[src/inc/cdrc_pkg.sv]
// Package for the clock and data recovery acquisition and loop control block
package cdrc_pkg;
	// Register offsets
	localparam logic [7:0] ADDR_EDGE_BW = 8'h10;
	localparam logic [7:0] ADDR_SLEW_SLICE = 8'h13;
	localparam logic [7:0] ADDR_SAMPLE_PHASE = 8'h14;
	localparam logic [7:0] ADDR_SLICE_LEVEL = 8'h15;
	localparam logic [7:0] ADDR_TRIM_READBACK = 8'h73;
	// Field positions
	localparam int BW_LSB = 0;
	localparam int EDGE_LSB = 3;
	localparam int SLEW_LSB = 0;
	localparam int AUTO_SLICE_BIT = 2;
	localparam int PHASE_LSB = 0;
	localparam int WIDE_BIT = 7;
	// Reset values
	localparam logic [2:0] BW_RESET = 3'h4;
	localparam logic [1:0] EDGE_RESET = 2'h0;
	localparam logic [1:0] SLEW_RESET = 2'h2;
	localparam logic AUTO_SLICE_RESET = 1'b1;
	localparam logic [3:0] PHASE_RESET = 4'h0;
	localparam logic [7:0] SLICE_RESET = 8'h00;
	// Edge choices
	localparam logic [1:0] EDGE_RISE = 2'h1;
	localparam logic [1:0] EDGE_FALL = 2'h2;
	// Slice code meaning
	localparam logic [6:0] SLICE_OFF = 7'h00;
	localparam logic [6:0] SLICE_ZERO = 7'h40;
	// Frequency error thresholds in ppm
	localparam logic [15:0] PPM_COARSE = 16'd1000;
	localparam logic [15:0] PPM_FINE = 16'd250;
	// Oscillator tuning word and steps
	localparam logic [15:0] OSC_MIN = 16'h0000;
	localparam logic [15:0] OSC_MAX = 16'hffff;
	localparam logic [15:0] STEP_INIT = 16'h1000;
	localparam logic [15:0] STEP_MIN = 16'h0001;
	localparam logic [2:0] DIV_MIN_LOG = 3'h0;
	localparam logic [2:0] DIV_MAX_LOG = 3'h7;

	// Acquisition states
	typedef enum logic [1:0] {
		ST_START = 2'b00,
		ST_OCTAVE = 2'b01,
		ST_TUNE = 2'b10,
		ST_LOCKED = 2'b11
	} cdrc_state_t;

	// Configuration carried to the loop hardware
	typedef struct packed {
		logic [2:0] bw_scale;
		logic [1:0] edge_choice;
		logic [1:0] slew;
		logic auto_slice;
		logic [3:0] phase_shift;
		logic wide_slice;
		logic [6:0] slice_code;
	} cdrc_cfg_t;

	// Oscillator and divider control
	typedef struct packed {
		logic [15:0] osc_word;
		logic [2:0] div_log;
		logic freq_loop_en;
	} cdrc_osc_t;
endpackage : cdrc_pkg

[src/rtl/cdrc_ctrl.sv]
// Acquisition state machine, lock and signal-loss flags, configuration registers
//
// Operation
// - Frequency error above 1000 ppm raises loss_of_lock_flag and restarts acquisition.
// - Acquisition starts at lowest digital_osc setting and divide ratio one.
// - Sampling faster than data doubles divide ratio; slower raises digital_osc.
// - Oscillator steps shrink near target; within 250 ppm clears loss_of_lock_flag.
// - After lock the frequency loop is off; phase and delay loops track.
// - Normal range code 0 off, 1 is -15 mV, 64 zero, 127 +14.75 mV.
// - Bit seven widens slice range sixfold, to plus or minus 100 mV.
// - Factory trimmed offset reads back as 7 bits, 0.24 mV per step.
// - One binary phase detector feeds both delay and phase loops.
// - phase_edge_choice 1 selects rising edges, 2 falling edges only.
// - delay_loop_slew resets to 2; tracked jitter is (1+value)/4 UI.
// - sampling_instant_shift is signed, 1/32 UI per step, quarter UI range.
// - loop_bandwidth_scale resets to 4; bandwidth scales by value over four.
// - signal_loss_flag sets below threshold, clears only at twice threshold.
`timescale 1ns/1ps
module cdrc_ctrl
	import cdrc_pkg::*;
(
	// Clock and reset
	input wire logic clock,
	input wire logic nrst,

	// Register port
	input wire logic reg_wr,
	input wire logic [7:0] reg_addr,
	input wire logic [7:0] reg_wdata,
	output logic [7:0] reg_rdata,

	// Frequency detector
	input wire logic freq_valid,
	input wire logic samp_faster,
	input wire logic [15:0] freq_err_ppm,

	// Phase detector
	input wire logic pd_early,
	input wire logic pd_late,
	input wire logic pd_rise,
	input wire logic pd_fall,

	// Signal level detector
	input wire logic level_below_thr,
	input wire logic level_above_2thr,
	input wire logic [6:0] trim_offset,

	// Loop controls
	output cdrc_cfg_t cfg,
	output cdrc_osc_t osc,
	output logic pd_up,
	output logic pd_dn,
	output logic loss_of_lock_flag,
	output logic signal_loss_flag
);
	// Acquisition state
	cdrc_state_t state_r, state_nxt;
	logic [15:0] osc_r, osc_nxt;
	logic [15:0] step_r, step_nxt;
	logic [2:0] div_r, div_nxt;
	logic lol_r, lol_nxt;

	// Signal-loss flag and configuration registers
	logic los_r;
	logic [7:0] edge_bw_r, slew_r, phase_r, slice_r;

	// Derived control terms
	logic [15:0] osc_room;
	logic [15:0] osc_up_sat, osc_dn_sat, step_half;
	logic err_big, err_fine;
	logic lol_set;
	logic edge_ok;

	// Register decode
	wire wr_edge_bw = reg_wr && (reg_addr == ADDR_EDGE_BW);
	wire wr_slew = reg_wr && (reg_addr == ADDR_SLEW_SLICE);
	wire wr_phase = reg_wr && (reg_addr == ADDR_SAMPLE_PHASE);
	wire wr_slice = reg_wr && (reg_addr == ADDR_SLICE_LEVEL);
	// No write strobe for the trim readback: writes there are dropped

	// Next register values; bits outside the fields are never stored
	wire [7:0] edge_bw_nxt = {3'h0, reg_wdata[4:0]};
	wire [7:0] slew_nxt = {5'h0, reg_wdata[2:0]};
	wire [7:0] phase_nxt = {4'h0, reg_wdata[3:0]};

	// Edge choice and bandwidth scale hold until rewritten
	always_ff @(posedge clock or negedge nrst)
	begin
		if (!nrst)
			edge_bw_r <= {3'h0, EDGE_RESET, BW_RESET};
		else if (wr_edge_bw)
			edge_bw_r <= edge_bw_nxt;
	end

	// Slew and adaptive slice enable; the enable resets on so slicing adapts
	always_ff @(posedge clock or negedge nrst)
	begin
		if (!nrst)
			slew_r <= {5'h0, AUTO_SLICE_RESET, SLEW_RESET};
		else if (wr_slew)
			slew_r <= slew_nxt;
	end

	// Sampling phase shift, kept as the raw signed field
	always_ff @(posedge clock or negedge nrst)
	begin
		if (!nrst)
			phase_r <= {4'h0, PHASE_RESET};
		else if (wr_phase)
			phase_r <= phase_nxt;
	end

	// Slice level uses all eight bits, so nothing is masked here
	always_ff @(posedge clock or negedge nrst)
	begin
		if (!nrst)
			slice_r <= SLICE_RESET;
		else if (wr_slice)
			slice_r <= reg_wdata;
	end

	// Read decode; unmapped offsets select nothing
	wire rd_edge_bw = (reg_addr == ADDR_EDGE_BW);
	wire rd_slew = (reg_addr == ADDR_SLEW_SLICE);
	wire rd_phase = (reg_addr == ADDR_SAMPLE_PHASE);
	wire rd_slice = (reg_addr == ADDR_SLICE_LEVEL);
	wire rd_trim = (reg_addr == ADDR_TRIM_READBACK);
	// The trim value is wired through, not latched, so it always reads current
	wire [7:0] trim_word = {1'b0, trim_offset};

	// Read select as an AND-OR tree, so an unmapped offset reads zero
	assign reg_rdata = ({8{rd_edge_bw}} & edge_bw_r) |
		({8{rd_slew}} & slew_r) |
		({8{rd_phase}} & phase_r) |
		({8{rd_slice}} & slice_r) |
		({8{rd_trim}} & trim_word);

	// Fields out to the analog loops; scaling is done in the DAC and filter
	assign cfg.bw_scale = edge_bw_r[BW_LSB +: 3];
	assign cfg.edge_choice = edge_bw_r[EDGE_LSB +: 2];
	// Slew and phase stay raw; the analog side decodes the signed shift
	assign cfg.slew = slew_r[SLEW_LSB +: 2];
	assign cfg.auto_slice = slew_r[AUTO_SLICE_BIT];
	assign cfg.phase_shift = phase_r[PHASE_LSB +: 4];
	// Range bit and code go out together; the DAC applies the sixfold range
	assign cfg.wide_slice = slice_r[WIDE_BIT];
	// Code zero turns slicing off; 64 is the zero-offset midpoint of the DAC
	assign cfg.slice_code = slice_r[6:0];

	// Edge filter: one detector, both loops share its votes
	wire pass_rise = (cfg.edge_choice == EDGE_RISE);
	wire pass_fall = (cfg.edge_choice == EDGE_FALL);
	// Both edges count otherwise; duty-cycle distortion then opens a dead band,
	// which is why the single-edge settings exist
	assign edge_ok = pass_rise ? pd_rise : pass_fall ? pd_fall : (pd_rise | pd_fall);
	assign pd_up = pd_late && edge_ok;
	assign pd_dn = pd_early && edge_ok;

	// Frequency error classes
	assign err_big = freq_valid && (freq_err_ppm > PPM_COARSE);
	assign err_fine = freq_valid && (freq_err_ppm <= PPM_FINE);
	assign lol_set = (state_r == ST_LOCKED) && err_big;

	// Oscillator steps saturate at both ends of the tuning range; a wrap
	// would throw the search to the far end and cost a full restart
	assign osc_room = OSC_MAX - osc_r;
	assign osc_up_sat = (osc_room < step_r) ? OSC_MAX : osc_r + step_r;
	assign osc_dn_sat = (osc_r < step_r) ? OSC_MIN : osc_r - step_r;
	// Halving on each overshoot down to STEP_MIN shrinks the step as the search closes in
	assign step_half = {1'b0, step_r[15:1]};

	// Acquisition next state; ST_TUNE clears the lock flag, and ST_START raises it and zeroes the oscillator word and divider
	always_comb
	begin
		state_nxt = state_r;
		osc_nxt = osc_r;
		step_nxt = step_r;
		div_nxt = div_r;
		lol_nxt = lol_r;
		case (state_r)
			// Restart from the bottom of the range at the fastest octave
			ST_START:
			begin
				osc_nxt = OSC_MIN;
				div_nxt = DIV_MIN_LOG;
				step_nxt = STEP_INIT;
				lol_nxt = 1'b1;
				state_nxt = ST_OCTAVE;
			end
			// Halve the sampling rate until it no longer outruns the data
			ST_OCTAVE:
				if (freq_valid)
				begin
					// Stop doubling at the widest ratio and tune there
					if (samp_faster && (div_r != DIV_MAX_LOG))
						div_nxt = div_r + 3'h1;
					else
						state_nxt = ST_TUNE;
				end
			// Climb in coarse steps, back off and halve the step on overshoot
			ST_TUNE:
				if (err_fine)
				begin
					lol_nxt = 1'b0;
					state_nxt = ST_LOCKED;
				end
				else if (freq_valid)
				begin
					// Data faster: climb; sampling faster: overshoot, so step back
					if (!samp_faster)
						osc_nxt = osc_up_sat;
					else
					begin
						osc_nxt = osc_dn_sat;
						if (step_r != STEP_MIN)
							step_nxt = step_half;
					end
				end
			// Only a large error leaves lock; small drift is left to the phase loops
			ST_LOCKED:
				if (lol_set)
				begin
					lol_nxt = 1'b1;
					state_nxt = ST_START;
				end
			default:
				state_nxt = ST_START;
		endcase
	end

	// Acquisition registers, one per process to keep each short
	// Acquisition state register
	always_ff @(posedge clock or negedge nrst)
	begin
		if (!nrst)
			state_r <= ST_START;
		else
			state_r <= state_nxt;
	end

	// Oscillator word starts at the bottom of its range
	always_ff @(posedge clock or negedge nrst)
	begin
		if (!nrst)
			osc_r <= OSC_MIN;
		else
			osc_r <= osc_nxt;
	end

	// Step size restarts coarse for each acquisition
	always_ff @(posedge clock or negedge nrst)
	begin
		if (!nrst)
			step_r <= STEP_INIT;
		else
			step_r <= step_nxt;
	end

	// Divide ratio as a power of two
	always_ff @(posedge clock or negedge nrst)
	begin
		if (!nrst)
			div_r <= DIV_MIN_LOG;
		else
			div_r <= div_nxt;
	end

	// Lock flag resets high: no rate is known until acquisition ends
	always_ff @(posedge clock or negedge nrst)
	begin
		if (!nrst)
			lol_r <= 1'b1;
		else
			lol_r <= lol_nxt;
	end

	// Signal-loss hysteresis: set below threshold, release only at twice it.
	// A level between the two leaves the flag alone, which stops chatter;
	// the set test comes first so a dipping level wins over a release.
	always_ff @(posedge clock or negedge nrst)
	begin
		if (!nrst)
			los_r <= 1'b1;
		else if (level_below_thr)
			los_r <= 1'b1;
		else if (level_above_2thr)
			los_r <= 1'b0;
	end

	// Frequency loop runs only while unlocked; phase loops take over after
	assign osc.osc_word = osc_r;
	assign osc.div_log = div_r;
	assign osc.freq_loop_en = lol_r;

	// Flags straight from their registers, free of decode glitches
	assign loss_of_lock_flag = lol_r;
	assign signal_loss_flag = los_r;
endmodule : cdrc_ctrl

[config.mk]
export PLATFORM = sky130hd
export DESIGN_NAME = cdrc_ctrl
export DESIGN_NICKNAME = d
export VERILOG_FILES = /design/src/inc/cdrc_pkg.sv /design/src/rtl/cdrc_ctrl.sv
export SDC_FILE = /design/constraint.sdc
export NUM_CORES = 1
export LEC_CHECK = 0
export ABC_AREA = 1
export ABC_CLOCK_PERIOD_IN_PS = 2000
export BUFFER_PORTS_ARGS = -buffer_cell sky130_fd_sc_hd__buf_4
export CAP_MARGIN = 40
export CORE_MARGIN = 2
export CORE_UTILIZATION = 50
export CTS_CLUSTER_DIAMETER = 60
export DETAILED_ROUTE_END_ITERATION = 16
export GPL_ROUTABILITY_DRIVEN = 1
export PLACE_DENSITY = 0.76
export SLEW_MARGIN = 0
export SYNTH_ARGS = -nofsm -noshare
export SYNTH_HDL_FRONTEND = slang
export SYNTH_SLANG_ARGS = --single-unit
[constraint.sdc]
create_clock -name clock -period 2 [get_ports clock]
set_clock_uncertainty 0.2 [all_clocks]
set_input_delay 0.4 -clock clock [delete_from_list [all_inputs] [get_ports clock]]
set_output_delay 0.4 -clock clock [all_outputs]
set_load 0.02 [all_outputs]
Word level (Yosys, flattened, before mapping) --
Index checks and enable logic that the tools add are counted.
Storage, ports and cells: output and inout port bits 52, logic and storage cells 95, input port bits 50, register bits after elaboration 59
Cells by class: eq/ne operators 21, bitwise gates (word level) 10, reduce and logical (&&, ||, !) cells 20, $add $sub $neg 4, $lt $le $gt $ge 4, mux-type cells 26
Operator list (count):
- 16-bit 2-to-1 mux | 9
- 16-bit one-hot mux with 2 select lines | 2
- 8-bit by 5-bit == test with 1-bit output (second input constant) | 4
- 16-bit < comparator | 2
- 8-bit bitwise OR | 4
- 2-bit != test (second input constant) | 9
- 16-bit adder | 1
- 16-bit by 10-bit > comparator with 1-bit output (second input constant) | 1
- 16-bit by 8-bit less-or-equal comparator with 1-bit output (second input constant) | 1
- 16-bit by 1-bit != test with 1-bit output (second input constant) | 1
- 16-bit subtractor | 1
- 16-bit subtractor (first input constant) | 1
- 1-bit logical AND | 10
- 3-bit AND reduction | 3
- 8-bit by 3-bit bitwise AND with 8-bit output | 1
- 8-bit by 4-bit bitwise AND with 8-bit output | 1
- 8-bit by 5-bit bitwise AND with 8-bit output | 1
- 8-bit by 7-bit bitwise AND with 8-bit output | 1
- 8-bit bitwise AND | 1
- 8-bit by 7-bit == test with 1-bit output (second input constant) | 1
- 2-bit 2-to-1 mux | 4
- 2-bit one-hot mux with 4 select lines | 1
- 2-bit == test (second input constant) | 3
- 1-bit 2-to-1 mux | 6
- other kinds (12) | 16

Depth between registers and ports, before layout --
word-level depth 7, gate-level depth with buffers 15, mapped depth without buffers 14

Worst setup path after synthesis --
Ideal clock, no wire load.
path kind flip-flop to flip-flop, from register osc_r[0], to register osc_r[15], data arrival time 1.914 ns, period minus slack after synthesis 2.180 ns, path buffers 0, setup slack -0.180 ns, setup time 0.065 ns, cell stages (with the launch flop) 15, data required time 1.735 ns, path through dfrtp_1 inv_1 ha_1 fa_1 inv_1 nand2_1 nand2_1 nand3_1 nand2_1 nand2_1 nand3_2 nand2_4 inv_4 nand3_1 nand2_1
Between the ends: cells in the longest elaborated chain, start to end 7, elaborated cells between the ends (all ways) 11, classes of those cells add/sub: 3; order compare: 2; mux: 6
Ends and longest elaborated chain:
- start, declared | RTL line cdrc_ctrl.sv:58 | logic [15:0] osc_r, osc_nxt;
- start signal, assigned | RTL line cdrc_ctrl.sv:247 | osc_r <= osc_nxt;
- 16-bit subtractor | RTL line cdrc_ctrl.sv:166 | assign osc_room = OSC_MAX - osc_r;
- 16-bit < comparator | RTL line cdrc_ctrl.sv:167 | assign osc_up_sat = (osc_room < step_r) ? OSC_MAX : osc_r + step_r;
- 16-bit 2-to-1 mux | RTL line cdrc_ctrl.sv:167
- 16-bit 2-to-1 mux (*) | RTL line cdrc_ctrl.sv:210 | if (!samp_faster)
- 16-bit 2-to-1 mux (*) | RTL line cdrc_ctrl.sv:207 | else if (freq_valid)
- 16-bit 2-to-1 mux (*) | RTL line cdrc_ctrl.sv:202 | if (err_fine)
- 16-bit one-hot mux with 2 select lines (*) | RTL line cdrc_ctrl.sv:180 | case (state_r)
Mark *: on every way between the ends. The rest lies on a longest branch, timed or not. The select of a mux whose other input is x is not followed. A chain may end at the register's enable or synchronous reset.

Worst setup path after layout --
from register step_r[0], to register osc_r[11]
Between the ends: cells in the longest elaborated chain, start to end 6, elaborated cells between the ends (all ways) 10, classes of those cells add/sub: 2; order compare: 2; mux: 6
Ends and longest elaborated chain:
- start, declared | RTL line cdrc_ctrl.sv:59 | logic [15:0] step_r, step_nxt;
- start signal, assigned | RTL line cdrc_ctrl.sv:256 | step_r <= step_nxt;
- 16-bit adder (tied with other cells) | RTL line cdrc_ctrl.sv:167
- 16-bit 2-to-1 mux, on equally long branches | RTL line cdrc_ctrl.sv:167, cdrc_ctrl.sv:168
- 16-bit 2-to-1 mux (*) | RTL line cdrc_ctrl.sv:210
- 16-bit 2-to-1 mux (*) | RTL line cdrc_ctrl.sv:207
- 16-bit 2-to-1 mux (*) | RTL line cdrc_ctrl.sv:202
- 16-bit one-hot mux with 2 select lines (*) | RTL line cdrc_ctrl.sv:180
Marks and branches as above.

==> impl_metrics.py <==
metrics = {
    "drt": {
        "drc": 0,
        "vias": 6059,
        "wire_per_inst_um": 14.6,
        "drt_first_iter_violations": 357,
        "drtAntennaViolNets": 0,
        "wl_um": 17300,
        "dr.pass1.iters": 5,
        "avgViaCountPerCell": 5.11,
    },
    "status": {
        "violations": "negative setup slack",
        "status": "finished with violations",
    },
    "clock_tree": {
        "clock_path_buffers": 2,
        "cts_inserted_buffers": 5,
        "cts.htree.levels": 2,
        "cts-root-buf": "clkbuf_8",
        "clkTransAtPathRegs_ns": 0.12,
        "cts_sinks": 56,
        "cts_tree": "done",
        "clk_latency_ns": 0.34,
    },
    "sta": {
        "maxSlewViolCount": 0,
        "max_freq_ghz": 0.459,
        "final.period_utilization_pct": 109,
        "rsz0062_at_grt": "true",
        "tightest_slew_ns": 0.490,
        "post-route-min-period_ns": 2.18,
        "hold_violations": 0,
        "setup_viol": 21,
        "timing.final.ws_setup_ns": -0.178,
        "max_slew_margin_pct": 67.3,
    },
    "floorplanning": {
        "die_height_um": 108,
        "start_util_pct": 52.0,
        "dieArea_sq_mm": 0.0117,
        "die_w_um": 108,
        "rows": 37,
        "ios": 102,
        "core_area_sq_mm": 0.0104,
    },
    "power_and_ir_drop": {
        "seqPwrFrac_pct": 17.2,
        "p_per_area_mw_per_mm2": 1170,
        "ir_drop_v": 0.000904,
        "p_comb_share_pct": 75.4,
        "p_int_uw": 4540,
        "switching_share_pct": 50.1,
        "switching_power_uw": 4560,
        "clkPwrFrac_pct": 7.4,
        "leakage_uw": 0.00420,
    },
    "logic_synthesis": {
        "synth_area_sq_mm": 0.00541,
        "ys_seq_area_share_pct": 26.0,
        "ys_types": 43,
        "ys_warn_count": 0,
        "synth_seq_cells": 56,
        "syn_inst": 834,
        "avgSynthCellArea_sq_um": 6.49,
        "synth_fp_nets": 932,
        "synth_ff_type": "dfrtp_1",
        "synthArstFlopShare_pct": 100,
        "synth_edf_count": 0,
    },
    "placement": {
        "pre_cts_ws_ns": -0.308,
        "hpwl_um": 12900,
        "dpl-instance-area_sq_mm": 0.00713,
        "gp_congestion": 0.985,
        "port_buffers": 101,
    },
    "worst_setup_path": {
        "endpoint_kind": "flip-flop",
        "worstReg2RegEnd": "osc_r[11]$_DFFE_PN0P_",
        "start_kind": "flip-flop",
        "worstPathMaxFanout": 8,
        "r2r-start": "step_r[0]$_DFFE_PN0P_",
        "r2r_slack_ns": -0.18,
        "cp.arrival_ns": 2.21,
        "critPathKind": "reg2reg",
        "required_ns": 2.03,
        "worst-r2r-cell-count": 12,
    },
    "worst_hold_path": {
        "hold_end": "signal_loss_flag$_DFFE_PN1P_",
        "holdPathStages": 2,
        "hold_path_class": "in2reg",
        "min_from": "level_above_2thr",
    },
    "global_routing": {
        "grt_overflow_total": 0,
        "grtUsageTotal_pct": 29.2,
        "grt_pass1_vias": 5835,
        "grt_max_degree": 33,
        "grt_pass1_wl_um": 26800,
        "antenna_found_initial": 0,
    },
    "finish": {
        "seq_area_sq_mm": 0.00143,
        "drive_gt1_share_pct": 36.6,
        "nets": 1146,
        "post-route-cell-area_sq_mm": 0.00779,
        "multi_input_comb_area_sq_mm": 0.00376,
        "area_delta_synth_final_pct": 44.0,
        "diodes": 0,
        "n_fill_cell": 802,
    },
    "job": {
        "max_cap_violations": 0,
    },
}
cells in the mapped netlist (2+ instances only):
cell,number,area (sq um)
a21oi_1,20,100
a21oi_4,2,32.5
a22oi_1,3,22.5
and2_1,5,31.3
buf_2,5,25.0
buf_4,5,37.5
buf_6,10,113
clkbuf_1,3,11.3
dfrtp_1,50,1250
dfstp_2,6,158
fa_1,2,40.0
ha_1,46,576
inv_1,129,484
inv_2,8,30.0
inv_4,3,18.8
nand2_1,306,1150
nand2_2,5,31.3
nand2_4,5,56.3
nand3_1,71,355
nand3_2,2,20.0
nand3b_1,14,105
nand4_1,15,93.8
nor2_1,49,184
nor2_2,4,25.0
nor2_4,3,33.8
nor3_1,3,15.0
nor3_2,2,20.0
o21a_1,3,22.5
o21ai_0,14,70.1
o21ai_1,14,70.1
o21bai_1,2,15.0
o22ai_1,6,37.5
or2_2,2,12.5
xor2_1,8,70.1
cell usage in the layout (no fill, tap or decap), types with 16 or more instances in the layout:
cell type / synthesis / final
nand3_1: 71 / 52
dfrtp_1: 50 / 34
dfrtp_2: 0 / 16
nor2_1: 49 / 44
nand2_2: 5 / 22
nand3_2: 2 / 21
inv_1: 129 / 122
buf_4: 5 / 217
ha_1: 46 / 31
nand2_1: 306 / 287
sequential cells by signal, indices dropped and copies added, names as in the netlist:
| signal | count |
|---|---|
| state_r | 2 |
| step_r | 13 |
| slew_r | 3 |
| div_r | 3 |
| phase_r | 4 |
| osc_r | 16 |
| slice_r | 8 |
| signal_loss_flag | 1 |
| loss_of_lock_flag | 1 |
| edge_bw_r | 5 |
worst max-delay path: stages (launching register included):
cell     delay, ns
dfrtp_2       0.47
ha_4          0.18
inv_1         0.06
fa_2          0.21
nand2_1       0.06
nand2_1       0.08
nand3_2       0.08
nand2_1       0.10
nand2_2       0.10
a21oi_4       0.25
nand2_1       0.12
nand3_2       0.10
nand2_1       0.06
power by group through the flow:
stage | sequential [uW] | clock (uW) | combinational [uW]
floorplan | 1790 | 0 | 3590
global placement | 1560 | 0 | 5890
detailed placement | 1560 | 0 | 5960
CTS | 1550 | 673 | 6290
global route | 1590 | 722 | 7540
finish | 1560 | 672 | 6870
cell families (layout without fill, tap and decap cells):
group	after synthesis	after routing	share of synthesized area, %
buffers and inverters	163	378	13.3
AO/OA/AOI/OAI	67	67	7.31
adder cells (fa/ha/maj)	48	48	11.4
AND/OR/NAND/NOR	492	492	40.7
flip-flops	56	56	26.0
XOR/XNOR	8	8	1.29
layer usage:
metal / share of wire [%] / GRT usage, % / vias up
met1: 43 / 37.4 / 2818
met5: 0 / 0 / -
met3: 5.6 / 4.04 / 30
met2: 49 / 51.6 / 199
met4: 2.1 / 7.88 / 0
li1: - / - / 3012
timing repair:
| item | in CTS | in global routing |
|---|---|---|
| setup buffers | 6 | 4 |
| endpoints found under the hold margin | 29 | 0 |
| endpoints found under the setup margin | 23 | 38 |
| pin swaps | 38 | 18 |
| hold buffers | 1 | 0 |
| gates resized for setup | 50 | 65 |
how the worst max path moves through the flow:
stage	start	to	slack, ns	cells past startpoint
global placement	osc_r[7]$_DFFE_PN0P_	osc_r[11]$_DFFE_PN0P_	-0.29	11
global route	step_r[12]$_DFFE_PN1P_	osc_r[11]$_DFFE_PN0P_	-0.25	11
finish	step_r[0]$_DFFE_PN0P_	osc_r[11]$_DFFE_PN0P_	-0.18	12
floorplan	step_r[12]$_DFFE_PN1P_	osc_r[9]$_DFFE_PN0P_	-0.06	12
detailed placement	osc_r[7]$_DFFE_PN0P_	osc_r[11]$_DFFE_PN0P_	-0.31	11
CTS	step_r[12]$_DFFE_PN1P_	osc_r[11]$_DFFE_PN0P_	-0.17	11
per-stage QoR:
stage | instances | hold WS (ns) | setup TNS (ns) | power [uW] | util (%)
final | 1185 | 0.00956 | -2.58 | 9110 | 74.8
after detailed placement | 1166 | 0.192 | -4.08 | 7530 | 68.5
after floorplan | 834 | -0.0956 | -0.422 | 5370 | -
after global placement | 1166 | 0.192 | -4.00 | 7460 | 68.5
after CTS | 1181 | 0.00453 | -2.24 | 8510 | 72.0
after global routing | 1185 | 0.00356 | -4.12 | 9850 | 74.8
area by class of cell:
type / count / share of cell area (%)
Multi-Input combinational cell: 615 / 48.2
Timing Repair Buffer: 230 / 23.1
Sequential cell: 56 / 18.3
Inverter: 140 / 6.98
Tap cell: 136 / 2.18
Clock buffer: 5 / 0.883
Clock inverter: 3 / 0.289
Power figures use the tool's default switching activity.
